==> config.mk <==
export PLATFORM = sky130hd
export DESIGN_NAME = effective_address_generator
export DESIGN_NICKNAME = d
export VERILOG_FILES = /design/src/include/eagen_pkg.sv /design/src/rtl/eagen.sv
export VERILOG_INCLUDE_DIRS = /design/src /design/src/include
export SDC_FILE = /design/constraint.sdc
export NUM_CORES = 1
export LEC_CHECK = 0
export ABC_CLOCK_PERIOD_IN_PS = 10220
export BUFFER_PORTS_ARGS = -buffer_cell sky130_fd_sc_hd__clkbuf_2
export CORE_AREA = 2 2 287 289
export DETAILED_ROUTE_END_ITERATION = 10
export DIE_AREA = 0 0 289 291
export PLACE_DENSITY_LB_ADDON = 0.12
export SYNTH_ARGS = -nofsm -noshare
export SYNTH_HDL_FRONTEND = slang
export SYNTH_SLANG_ARGS = --single-unit
==> constraint.sdc <==
create_clock -name I_CLK -period 10.22 [get_ports I_CLK]
set_input_delay 2.044 -clock I_CLK [delete_from_list [all_inputs] [get_ports I_CLK]]
set_output_delay 2.044 -clock I_CLK [all_outputs]
set_load 0.005 [all_outputs]
==> src/include/eagen_consts.svh <==
// Purpose: Constants for the effective address generator.
// Assumes: 32-bit addresses, eight data and eight address registers.
// Notes: Mode codes live in the package as an enum.
// Behaviour
// - Operands may be bits, BCD digits, bytes, words or long words.
// - Fourteen addressing modes in six groups are implemented.
// - Absolute short uses one extension word; absolute long uses two.
// - PC relative adds 16-bit displacement; indexed form adds index and 8-bit.
// - Indexed PC relative address is PC plus index plus short displacement.
// - Postincrement uses current pointer, then adds operand size to it.
// - Predecrement subtracts operand size first, then uses the new pointer.
// - Pointer step is 1 for byte, 2 for word, 4 for long word.
// - Displacement mode adds 16-bit extension displacement to address register.
// - Indexed indirect adds address register, index register and 8-bit displacement.
// - Index register may be any address or data register.
// - Indexed displacement is eight bits; plain displacement is sixteen bits.
// - Implied mode names status register, user or active stack pointer, or PC.
`ifndef EAGEN_CONSTS_SVH
`define EAGEN_CONSTS_SVH
`define STEP_BYTE 32'h0000_0001
`define STEP_WORD 32'h0000_0002
`define STEP_LONG 32'h0000_0004
`define ZERO32 32'h0000_0000
`define BYTE_MASK 32'h0000_00FF
`define WORD_MASK 32'h0000_FFFF
`define QUICK_W 8
`define SP_REG_NUM 3'h7
`endif

==> src/include/eagen_pkg.sv <==
// Purpose: Types for the effective address generator.
// Assumes: Nothing beyond the constants header.
// Notes: Request and result travel as packed structs.
package eagen_pkg;
    typedef enum logic [3:0] {
        M_DATA_DIRECT, M_ADDR_DIRECT, M_ABS_SHORT, M_ABS_LONG,
        M_PC_DISP, M_PC_INDEX, M_INDIRECT, M_POSTINC, M_PREDEC,
        M_DISP, M_INDEX, M_IMMEDIATE, M_QUICK, M_IMPLIED
    } mode_t;
    typedef enum logic [1:0] {SZ_BYTE, SZ_WORD, SZ_LONG} size_t;
    typedef enum logic [1:0] {IMP_SR, IMP_USP, IMP_SP, IMP_PC} implied_t;
    typedef struct packed {
        mode_t mode;
        size_t size;
        logic [2:0] reg_num;
        logic index_is_addr;
        logic [2:0] index_num;
        logic index_long;
        implied_t implied_sel;
        logic [15:0] ext_word0;
        logic [15:0] ext_word1;
        logic [7:0] quick_data;
    } request_t;
    typedef struct packed {
        logic is_address;
        logic [31:0] value;
        logic ptr_write;
        logic [2:0] ptr_num;
        logic [31:0] ptr_value;
    } result_t;
endpackage

==> src/rtl/eagen.sv <==
// Purpose: Effective address generator registered one cycle behind its request.
// Assumes: Register file values arrive as flat buses from the same clock domain.
// Notes: Bit and BCD operands address as bytes; the ALU picks the bit or digit.
`timescale 1ns/1ps
`include "eagen_consts.svh"
module effective_address_generator (
    input wire logic I_CLK,
    input wire logic I_RESET_N,
    input wire logic I_REQ_VALID,
    input wire eagen_pkg::request_t I_REQ,
    input wire logic [255:0] I_DATA_REGS,
    input wire logic [255:0] I_ADDR_REGS,
    input wire logic [31:0] I_PC,
    input wire logic [31:0] I_STATUS,
    input wire logic [31:0] I_USER_STACK_PTR,
    output logic O_VALID,
    output eagen_pkg::result_t O_RESULT
);
    // Sign extension helpers for displacements and word index values.
    function automatic logic [31:0] sext16(input logic [15:0] v);
        sext16 = {{16{v[15]}}, v};
    endfunction
    function automatic logic [31:0] sext8(input logic [7:0] v);
        sext8 = {{24{v[7]}}, v};
    endfunction
    function automatic logic [31:0] pick(input logic [255:0] regs, input logic [2:0] n);
        pick = regs[n*32 +: 32];
    endfunction

    eagen_pkg::request_t r;
    assign r = I_REQ;
    // Base and index selection.
    wire logic [31:0] addr_reg_n = pick(I_ADDR_REGS, r.reg_num);
    wire logic [31:0] data_reg_n = pick(I_DATA_REGS, r.reg_num);
    wire logic [31:0] index_raw = r.index_is_addr ? pick(I_ADDR_REGS, r.index_num)
                                                  : pick(I_DATA_REGS, r.index_num);
    wire logic [31:0] index_reg = r.index_long ? index_raw : sext16(index_raw[15:0]);
    wire logic [31:0] long_displacement = sext16(r.ext_word0);
    wire logic [31:0] short_displacement = sext8(r.ext_word0[7:0]);
    // Step size by operand size; bit and BCD operands use the byte step.
    wire logic [31:0] step = (r.size == eagen_pkg::SZ_LONG) ? `STEP_LONG :
                             (r.size == eagen_pkg::SZ_WORD) ? `STEP_WORD : `STEP_BYTE;
    wire logic [31:0] ptr_inc = addr_reg_n + step;
    wire logic [31:0] ptr_dec = addr_reg_n - step;
    wire logic [31:0] imm_val = (r.size == eagen_pkg::SZ_LONG) ? {r.ext_word0, r.ext_word1} :
                                (r.size == eagen_pkg::SZ_WORD) ? {16'h0000, r.ext_word0} :
                                ({16'h0000, r.ext_word0} & `BYTE_MASK);
    wire logic [31:0] implied_val = (r.implied_sel == eagen_pkg::IMP_SR) ? I_STATUS :
                                    (r.implied_sel == eagen_pkg::IMP_USP) ? I_USER_STACK_PTR :
                                    (r.implied_sel == eagen_pkg::IMP_SP) ?
                                    pick(I_ADDR_REGS, `SP_REG_NUM)
                                    : I_PC;

    eagen_pkg::result_t res_d;
    eagen_pkg::result_t res_q;
    logic valid_q;

    // Mode decode; each branch gives the operand address or the operand itself.
    always_comb begin
        res_d = '0;
        res_d.ptr_num = r.reg_num;
        case (r.mode)
            eagen_pkg::M_DATA_DIRECT: res_d.value = data_reg_n;
            eagen_pkg::M_ADDR_DIRECT: res_d.value = addr_reg_n;
            eagen_pkg::M_ABS_SHORT: begin
                res_d.is_address = 1'b1;
                res_d.value = sext16(r.ext_word0);
            end
            eagen_pkg::M_ABS_LONG: begin
                res_d.is_address = 1'b1;
                res_d.value = {r.ext_word0, r.ext_word1};
            end
            eagen_pkg::M_PC_DISP: begin
                res_d.is_address = 1'b1;
                res_d.value = I_PC + long_displacement;
            end
            eagen_pkg::M_PC_INDEX: begin
                res_d.is_address = 1'b1;
                res_d.value = I_PC + index_reg + short_displacement;
            end
            eagen_pkg::M_INDIRECT: begin
                res_d.is_address = 1'b1;
                res_d.value = addr_reg_n;
            end
            eagen_pkg::M_POSTINC: begin
                res_d.is_address = 1'b1;
                res_d.value = addr_reg_n;
                res_d.ptr_write = 1'b1;
                res_d.ptr_value = ptr_inc;
            end
            eagen_pkg::M_PREDEC: begin
                res_d.is_address = 1'b1;
                res_d.value = ptr_dec;
                res_d.ptr_write = 1'b1;
                res_d.ptr_value = ptr_dec;
            end
            eagen_pkg::M_DISP: begin
                res_d.is_address = 1'b1;
                res_d.value = addr_reg_n + long_displacement;
            end
            eagen_pkg::M_INDEX: begin
                res_d.is_address = 1'b1;
                res_d.value = addr_reg_n + index_reg + short_displacement;
            end
            eagen_pkg::M_IMMEDIATE: res_d.value = imm_val;
            eagen_pkg::M_QUICK: res_d.value = sext8(r.quick_data);
            eagen_pkg::M_IMPLIED: res_d.value = implied_val;
            default: res_d = '0;
        endcase
        if (!I_REQ_VALID) begin
            res_d = '0;
        end
    end

    // Result register; cleared on reset and on idle cycles.
    always_ff @(posedge I_CLK) begin
        if (!I_RESET_N) begin
            res_q <= '0;
            valid_q <= 1'b0;
        end else begin
            res_q <= res_d;
            valid_q <= I_REQ_VALID;
        end
    end
    assign O_VALID = valid_q;
    assign O_RESULT = res_q;

    // Checks next to the datapath.
    a_postinc_step: assert property (@(posedge I_CLK) disable iff (!I_RESET_N)
        I_REQ_VALID && r.mode == eagen_pkg::M_POSTINC |=>
        O_RESULT.ptr_value == O_RESULT.value + $past(step))
        else $error("postincrement pointer wrong");
    a_predec_use: assert property (@(posedge I_CLK) disable iff (!I_RESET_N)
        I_REQ_VALID && r.mode == eagen_pkg::M_PREDEC |=>
        O_RESULT.value == $past(addr_reg_n) - $past(step) && O_RESULT.ptr_write)
        else $error("predecrement address wrong");
    a_step_long: assert property (@(posedge I_CLK) disable iff (!I_RESET_N)
        I_REQ_VALID && r.mode == eagen_pkg::M_POSTINC && r.size == eagen_pkg::SZ_LONG |=>
        O_RESULT.ptr_value - O_RESULT.value == `STEP_LONG)
        else $error("long step is not four");
    a_step_byte: assert property (@(posedge I_CLK) disable iff (!I_RESET_N)
        I_REQ_VALID && r.mode == eagen_pkg::M_PREDEC && r.size == eagen_pkg::SZ_BYTE |=>
        O_RESULT.value == $past(addr_reg_n) - `STEP_BYTE)
        else $error("byte step is not one");
    a_disp_sum: assert property (@(posedge I_CLK) disable iff (!I_RESET_N)
        I_REQ_VALID && r.mode == eagen_pkg::M_DISP |=>
        O_RESULT.value == $past(addr_reg_n) + sext16($past(r.ext_word0)))
        else $error("displacement address wrong");
    a_pc_index: assert property (@(posedge I_CLK) disable iff (!I_RESET_N)
        I_REQ_VALID && r.mode == eagen_pkg::M_PC_INDEX |=>
        O_RESULT.value == $past(I_PC) + $past(index_reg) + sext8($past(r.ext_word0[7:0])))
        else $error("indexed pc address wrong");
    a_abs_long: assert property (@(posedge I_CLK) disable iff (!I_RESET_N)
        I_REQ_VALID && r.mode == eagen_pkg::M_ABS_LONG |=>
        O_RESULT.value == {$past(r.ext_word0), $past(r.ext_word1)} && O_RESULT.is_address)
        else $error("absolute long address wrong");
    a_no_ptr_write: assert property (@(posedge I_CLK) disable iff (!I_RESET_N)
        O_RESULT.ptr_write |-> O_VALID && $past(r.mode == eagen_pkg::M_POSTINC
        || r.mode == eagen_pkg::M_PREDEC))
        else $error("unexpected pointer write");
    a_valid_follow: assert property (@(posedge I_CLK) disable iff (!I_RESET_N)
        !I_REQ_VALID |=> !O_VALID && O_RESULT == '0)
        else $error("result not idle");
    // Absolute short must widen its single word with the sign, not with zeros.
    a_abs_short: assert property (@(posedge I_CLK) disable iff (!I_RESET_N)
        I_REQ_VALID && r.mode == eagen_pkg::M_ABS_SHORT |=>
        O_RESULT.value == sext16($past(r.ext_word0)) && O_RESULT.is_address)
        else $error("absolute short address wrong");
    // Relative addressing uses the program counter of the request cycle.
    a_pc_disp: assert property (@(posedge I_CLK) disable iff (!I_RESET_N)
        I_REQ_VALID && r.mode == eagen_pkg::M_PC_DISP |=>
        O_RESULT.value == $past(I_PC) + sext16($past(r.ext_word0)))
        else $error("pc displacement address wrong");
    // Indexed indirect is a three-way sum.
    a_index_sum: assert property (@(posedge I_CLK) disable iff (!I_RESET_N)
        I_REQ_VALID && r.mode == eagen_pkg::M_INDEX |=>
        O_RESULT.value == $past(addr_reg_n) + $past(index_reg)
        + sext8($past(r.ext_word0[7:0])))
        else $error("indexed address wrong");
    // A data register chosen as index must be read from the data bank.
    a_index_data: assert property (@(posedge I_CLK) disable iff (!I_RESET_N)
        I_REQ_VALID && r.mode == eagen_pkg::M_INDEX && !r.index_is_addr && r.index_long |=>
        O_RESULT.value == $past(addr_reg_n) + $past(pick(I_DATA_REGS, r.index_num))
        + sext8($past(r.ext_word0[7:0])))
        else $error("data index source wrong");
    // A word index only counts its low half, widened with the sign.
    a_word_index: assert property (@(posedge I_CLK) disable iff (!I_RESET_N)
        I_REQ_VALID && r.mode == eagen_pkg::M_INDEX && !r.index_long |=>
        O_RESULT.value == $past(addr_reg_n) + sext16($past(index_raw[15:0]))
        + sext8($past(r.ext_word0[7:0])))
        else $error("word index not sign extended");
    // Quick data is an operand, never an address.
    a_quick_data: assert property (@(posedge I_CLK) disable iff (!I_RESET_N)
        I_REQ_VALID && r.mode == eagen_pkg::M_QUICK |=>
        O_RESULT.value == sext8($past(r.quick_data)) && !O_RESULT.is_address)
        else $error("quick operand wrong");
    // Data register direct hands the register itself over.
    a_data_direct: assert property (@(posedge I_CLK) disable iff (!I_RESET_N)
        I_REQ_VALID && r.mode == eagen_pkg::M_DATA_DIRECT |=>
        O_RESULT.value == $past(data_reg_n) && !O_RESULT.is_address)
        else $error("data direct operand wrong");
    // The active stack pointer is address register seven.
    a_implied_sp: assert property (@(posedge I_CLK) disable iff (!I_RESET_N)
        I_REQ_VALID && r.mode == eagen_pkg::M_IMPLIED && r.implied_sel == eagen_pkg::IMP_SP |=>
        O_RESULT.value == $past(pick(I_ADDR_REGS, `SP_REG_NUM)))
        else $error("implied stack pointer wrong");
    // Word operands step the pointer by two.
    a_step_word: assert property (@(posedge I_CLK) disable iff (!I_RESET_N)
        I_REQ_VALID && r.mode == eagen_pkg::M_POSTINC && r.size == eagen_pkg::SZ_WORD |=>
        O_RESULT.ptr_value - O_RESULT.value == `STEP_WORD)
        else $error("word step is not two");
    // Long immediate takes the high half from the first extension word.
    a_imm_long: assert property (@(posedge I_CLK) disable iff (!I_RESET_N)
        I_REQ_VALID && r.mode == eagen_pkg::M_IMMEDIATE && r.size == eagen_pkg::SZ_LONG |=>
        O_RESULT.value == {$past(r.ext_word0), $past(r.ext_word1)})
        else $error("long immediate wrong");
    // Plain indirect must leave the pointer alone.
    a_indirect: assert property (@(posedge I_CLK) disable iff (!I_RESET_N)
        I_REQ_VALID && r.mode == eagen_pkg::M_INDIRECT |=>
        O_RESULT.value == $past(addr_reg_n) && O_RESULT.is_address && !O_RESULT.ptr_write)
        else $error("register indirect wrong");
endmodule

== After elaboration in Yosys (flattened, before gate mapping) ==
Index checks and enable logic that the tools add are counted.

* Flip-flop bits (word level): 70
* Input port bits: 667
* Logic and storage cells: 56

* Add/sub/neg operators: 8
* Eq/ne operators: 17
* Shift operators: 4
* Multiplexer cells: 13
* Reductions and logical operators: 8

{| class="wikitable"
|+ Operator list
! kind !! count
|-
| variable part select 256 x 9 -> 32 bit || 4
|-
| case mux 32 bit (12 select lines) || 1
|-
| adder 32 bit || 6
|-
| 2-to-1 mux 32 bit || 6
|-
| case mux 32 bit (2 select lines) || 1
|-
| adder 32 x 3 -> 32 bit || 1
|-
| subtractor 32 x 3 -> 32 bit || 1
|-
| == test 4 bit, second input constant || 6
|-
| == test 4 x 3 -> 1 bit, second input constant || 4
|-
| 2-to-1 mux 16 bit || 1
|-
| OR reduction 14 bit || 1
|-
| OR reduction 9 bit || 1
|-
| == test 4 x 2 -> 1 bit, second input constant || 2
|-
| == test 2 x 1 -> 1 bit, second input constant || 2
|-
| == test 2 bit, second input constant || 2
|-
| == test 4 x 1 -> 1 bit, second input constant || 1
|-
| logical NOT 4 bit || 1
|-
| 2-to-1 mux 3 bit || 1
|-
| AND reduction 3 bit || 1
|-
| OR reduction 3 bit || 1
|-
| logical NOT 2 bit || 1
|-
| 2-to-1 mux 1 bit || 2
|-
| 2-to-1 mux 2 bit || 1
|-
| AND reduction 2 bit || 1
|-
| OR reduction 2 bit || 1
|}

== Depth between registers and ports, before layout ==
* Depth after elaboration: 6
* Depth in mapped cells: 25
* Gate-level depth less buffers: 17

== Worst setup path after synthesis ==
Ideal clock, no wire load.

* Path kind: input -> register
* Start: input I_REQ[43] (netlist bit)
* End: register res_q, in the netlist O_RESULT[67]
* Setup time: 132 ps
* Arrival time: 7,747 ps
* Required time: 10,088 ps
* Slack: 2,340 ps
* Stages: 17
* Cell sequence: buf_1 buf_2 buf_1 buf_1 mux4_2 mux4_2 fa_1 ha_1 a2111oi_0 o21ai_0 a41oi_1 a21boi_0 o41a_1 a41oi_1 o41ai_1 nor4b_1 a31oi_1

* Longest elaborated chain between the ends: 6
* Elaborated cells on any way between the ends: 9

{| class="wikitable"
|+ Ends and longest elaborated chain
! element !! line !! RTL
|-
| start, declared || eagen.sv:10 || <nowiki>input wire eagen_pkg::request_t I_REQ,</nowiki>
|-
| variable part select 256 x 9 -> 32 bit || eagen.sv:27 || <nowiki>pick = regs[n*32 +: 32];</nowiki>
|-
| 2-to-1 mux 32 bit (*) || eagen.sv:35 || <nowiki>wire logic [31:0] index_raw = r.index_is_addr ? pick(I_ADDR_REGS, r.index_num)</nowiki>
|-
| 2-to-1 mux 32 bit (*) || eagen.sv:37 || <nowiki>wire logic [31:0] index_reg = r.index_long ? index_raw : sext16(index_raw[15:0]);</nowiki>
|-
| adder 32 bit (on tied branches) (2 in a row) || eagen.sv:103, eagen.sv:79 ||
|-
| case mux 32 bit (12 select lines) (*) || eagen.sv:62 || <nowiki>case (r.mode)</nowiki>
|-
| end signal, assigned || eagen.sv:121 || <nowiki>res_q <= res_d;</nowiki>
|-
| end, declared || eagen.sv:55 || <nowiki>eagen_pkg::result_t res_q;</nowiki>
|}

Mark *: on every way between the ends. The rest lies on a longest branch, timed or not.
A chain may end at the register's enable or synchronous reset.

== Worst setup path in the final report ==
* Start: input I_REQ[49] (netlist bit)
* End: register res_q, in the netlist O_RESULT[51]

* Longest elaborated chain between the ends: 4
* Elaborated cells on any way between the ends: 7

{| class="wikitable"
|+ Ends and longest elaborated chain
! element !! line !! RTL
|-
| variable part select 256 x 9 -> 32 bit || eagen.sv:27 ||
|-
| adder 32 bit (2 in a row) || eagen.sv:103 || <nowiki>res_d.value = addr_reg_n + index_reg + short_displacement;</nowiki>
|-
| case mux 32 bit (12 select lines) (*) || eagen.sv:62 ||
|}

Marks and branches as above.

==> impl_metrics.env <==
export IMPL_status="finished, final reports clean"
export IMPL_finalHoldViolCount=0
export IMPL_place_congestion=0.983
export IMPL_track_usage=0.309
export IMPL_synthXorXnorAreaFrac=0.0452
export IMPL_slew_headroom=0.246
export IMPL_path_cells="buf_2 > inv_2 > mux2i_1 > inv_1 > fa_1 > ha_1 > fa_1 > a21o_1 > a31o_2 > a21oi_1 > nor2_1 > a21oi_1 > xor2_1 > nor2_1 > a2111oi_0 > a21oi_1"
export IMPL_grt_pass1_wl_um=183000
export IMPL_globalRouteOverflowTotal=0
export IMPL_dp_cells=3716
export IMPL_slowest_stage="a2111oi_0"
export IMPL_seq_area_frac_synth=0.0702
export IMPL_stdcell_count=3757
export IMPL_grt_pass1_vias=22900
export IMPL_drv_slew=0
export IMPL_syn_nets=2847
export IMPL_synth_compound_area_frac=0.189
export IMPL_critical_path_class="input port to register"
export IMPL_grt_start_max_net_pins=89
export IMPL_vias=22700
export IMPL_rsz0062_at_grt="no"
export IMPL_clkTransAtPathRegs_ns=0.06
export IMPL_synth_mux_area_frac=0.402
export IMPL_core_area_um2=81200
export IMPL_synth_common_cells="mux4_2, a21oi_1, nand2_1"
export IMPL_drtIter0Drc=2659
export IMPL_yosys_warnings=0
export IMPL_tns_ns=0
export IMPL_synth_seq_cells=70
export IMPL_cts_tree="yes"
export IMPL_hp_class="input port to register"
export IMPL_drv_cap=0
export IMPL_htreeDepth=3
export IMPL_synth_fa_ha_area_frac=0.129
export IMPL_setup_viol=0
export IMPL_synthCells=2014
export IMPL_crit_required_ns=10.40
export IMPL_netlist_top_cells_area="mux4_2, dfxtp_1, fa_1"
export IMPL_first_pass_iters=6
export IMPL_hold_ws_ns=1.93
export IMPL_io_pins=737
export IMPL_drc_errors=0
export IMPL_numClockSinks=70
export IMPL_die_y_um=291
export IMPL_start_kind="input port"
export IMPL_routedWlPerCell_um=35.4
export IMPL_cts_made_buffers=9
export IMPL_layout_min_cycle_time_ns=7.65
export IMPL_cts_root_buffer="clkbuf_16"
export IMPL_async_flop_share=0
export IMPL_synth_top_family_by_area="multiplexers"
export IMPL_vias_per_cell=6.04
export IMPL_cts_resized_gates=0
export IMPL_synthFlopType="dfxtp_1"
export IMPL_initial_core_util=0.246
export IMPL_crit_buf_inv=3
export IMPL_crit_family="compound AO/OA/AOI/OAI gates"
export IMPL_port_buffers=736
export IMPL_powerDensity_nw_per_um2=110
export IMPL_vdd_ir_drop_max_v=0.0000836
export IMPL_synth_cell_area_um2=20000
export IMPL_cp_slowest_stage_delay_ns=0.85
export IMPL_tightest_slew_ns=1.10
export IMPL_ant_nets=0
export IMPL_row_count=105
export IMPL_crit_top_cell="a21oi_1"
export IMPL_cp_end_kind="register"
export IMPL_fin_crit_sh=0.749
export IMPL_nets=3490
export IMPL_wl_um=133000
export IMPL_netlist_area_leader_share=0.356
export IMPL_yosys_cell_types_count=78
export IMPL_drive_gt1_frac=0.442
export IMPL_max_freq_mhz=131
export IMPL_die_width_um=289
export IMPL_yosys_area_top_type="mux4_2"
export IMPL_synthMostInstantiatedCell="mux4_2"
export IMPL_dp_hpwl_um=114000
export IMPL_antenna_found_initial=50
export IMPL_cts_setup_buffers=0
export IMPL_synth_enable_flop_cells=0
export IMPL_worstPathMaxFanout=26
export IMPL_syn_mean_instance_area_um2=9.91
export IMPL_area_delta_synth_final_pct=26.0
export IMPL_hold_buffers=0
export IMPL_p_leak_nw=10.4
export IMPL_dieArea_um2=84100
export IMPL_clock_path_buffers=2
export IMPL_yosys_area_share_simple=0.123
export IMPL_arrival_ns=7.83
[power breakdown]
part	internal [mW]	switching, mW
Clock	0.192	0.149
Combinational	0.876	1.25
Sequential	0.288	0.00789
Total	1.36	1.41
[flip-flops by register name, indices dropped and copies added, names as in the netlist]
signal,flops
O_RESULT,69
O_VALID,1
[final timing paths]
path              startpoint            to  slack, ns  cells after the start
hold / removal      I_REQ[8]  O_RESULT[36]       1.93                      3
setup / recovery   I_REQ[49]  O_RESULT[51]       2.57                     16
[per-stage QoR]
| stage | power [mW] | util | area [um2] | setup WS, ns |
|---|---|---|---|---|
| after floorplan | 1.63 | - | 20000 | 2.34 |
| after global placement | 2.38 | 0.305 | 24800 | 2.36 |
| after detailed placement | 2.37 | 0.305 | 24800 | 2.35 |
| after CTS | 2.73 | 0.309 | 25100 | 2.72 |
| after global routing | 2.94 | 0.310 | 25100 | 2.31 |
| final | 2.77 | 0.310 | 25200 | 2.57 |
[worst min-delay path, delay by kind of cell]
kind,cells,cell delay (ns)
AND/OR/NAND/NOR,1,0.08
buffers and inverters,1,0.07
AO/OA/AOI/OAI,1,0.07
[cells by family after synthesis]
logic type	after synthesis
muxes	398
AOI/OAI and AO/OA	574
xor gates and xnor gates	100
buffers and inverters	202
DFF	70
and+or+nand+nor	504
adders and majority gates	166
[cell usage in the layout, fill, tap and decap left out, types with 14 or more instances in the layout]
cell      count
xnor2_1      69
ha_1         99
nor2_1      131
a221oi_1     34
fa_1         67
o21bai_1     14
mux4_2      316
a211oi_1     29
and3_1       15
nand2_1     145
mux2i_1      60
a22oi_1      15
a221o_1      14
dfxtp_1      70
nand2b_1     18
a21o_1       54
o211ai_1     20
diode_2      25
nand3_1      40
o21ai_0      90
clkbuf_2    729
a21oi_1     173
xor2_1       29
a31oi_1      31
buf_4        47
inv_1        42
nor3_1       47
nor2b_1      14
[area by class of cell]
class                           count  area (um2)
Sequential cell                    70        1400
Timing Repair Buffer              783        4080
Clock inverter                      7        81.3
Multi-Input combinational cell   1742       17800
Inverter                           51         194
Antenna cell                       25        62.6
Tap cell                         1070        1340
Fill cell                        8738       56000
Clock buffer                        9         225
[layer usage]
metal  wire length, um  track usage
met5               119            0
met4              4600        0.103
met3             12100       0.0657
met2             58400        0.464
met1             57600        0.436
Power figures use the tool's default switching activity.
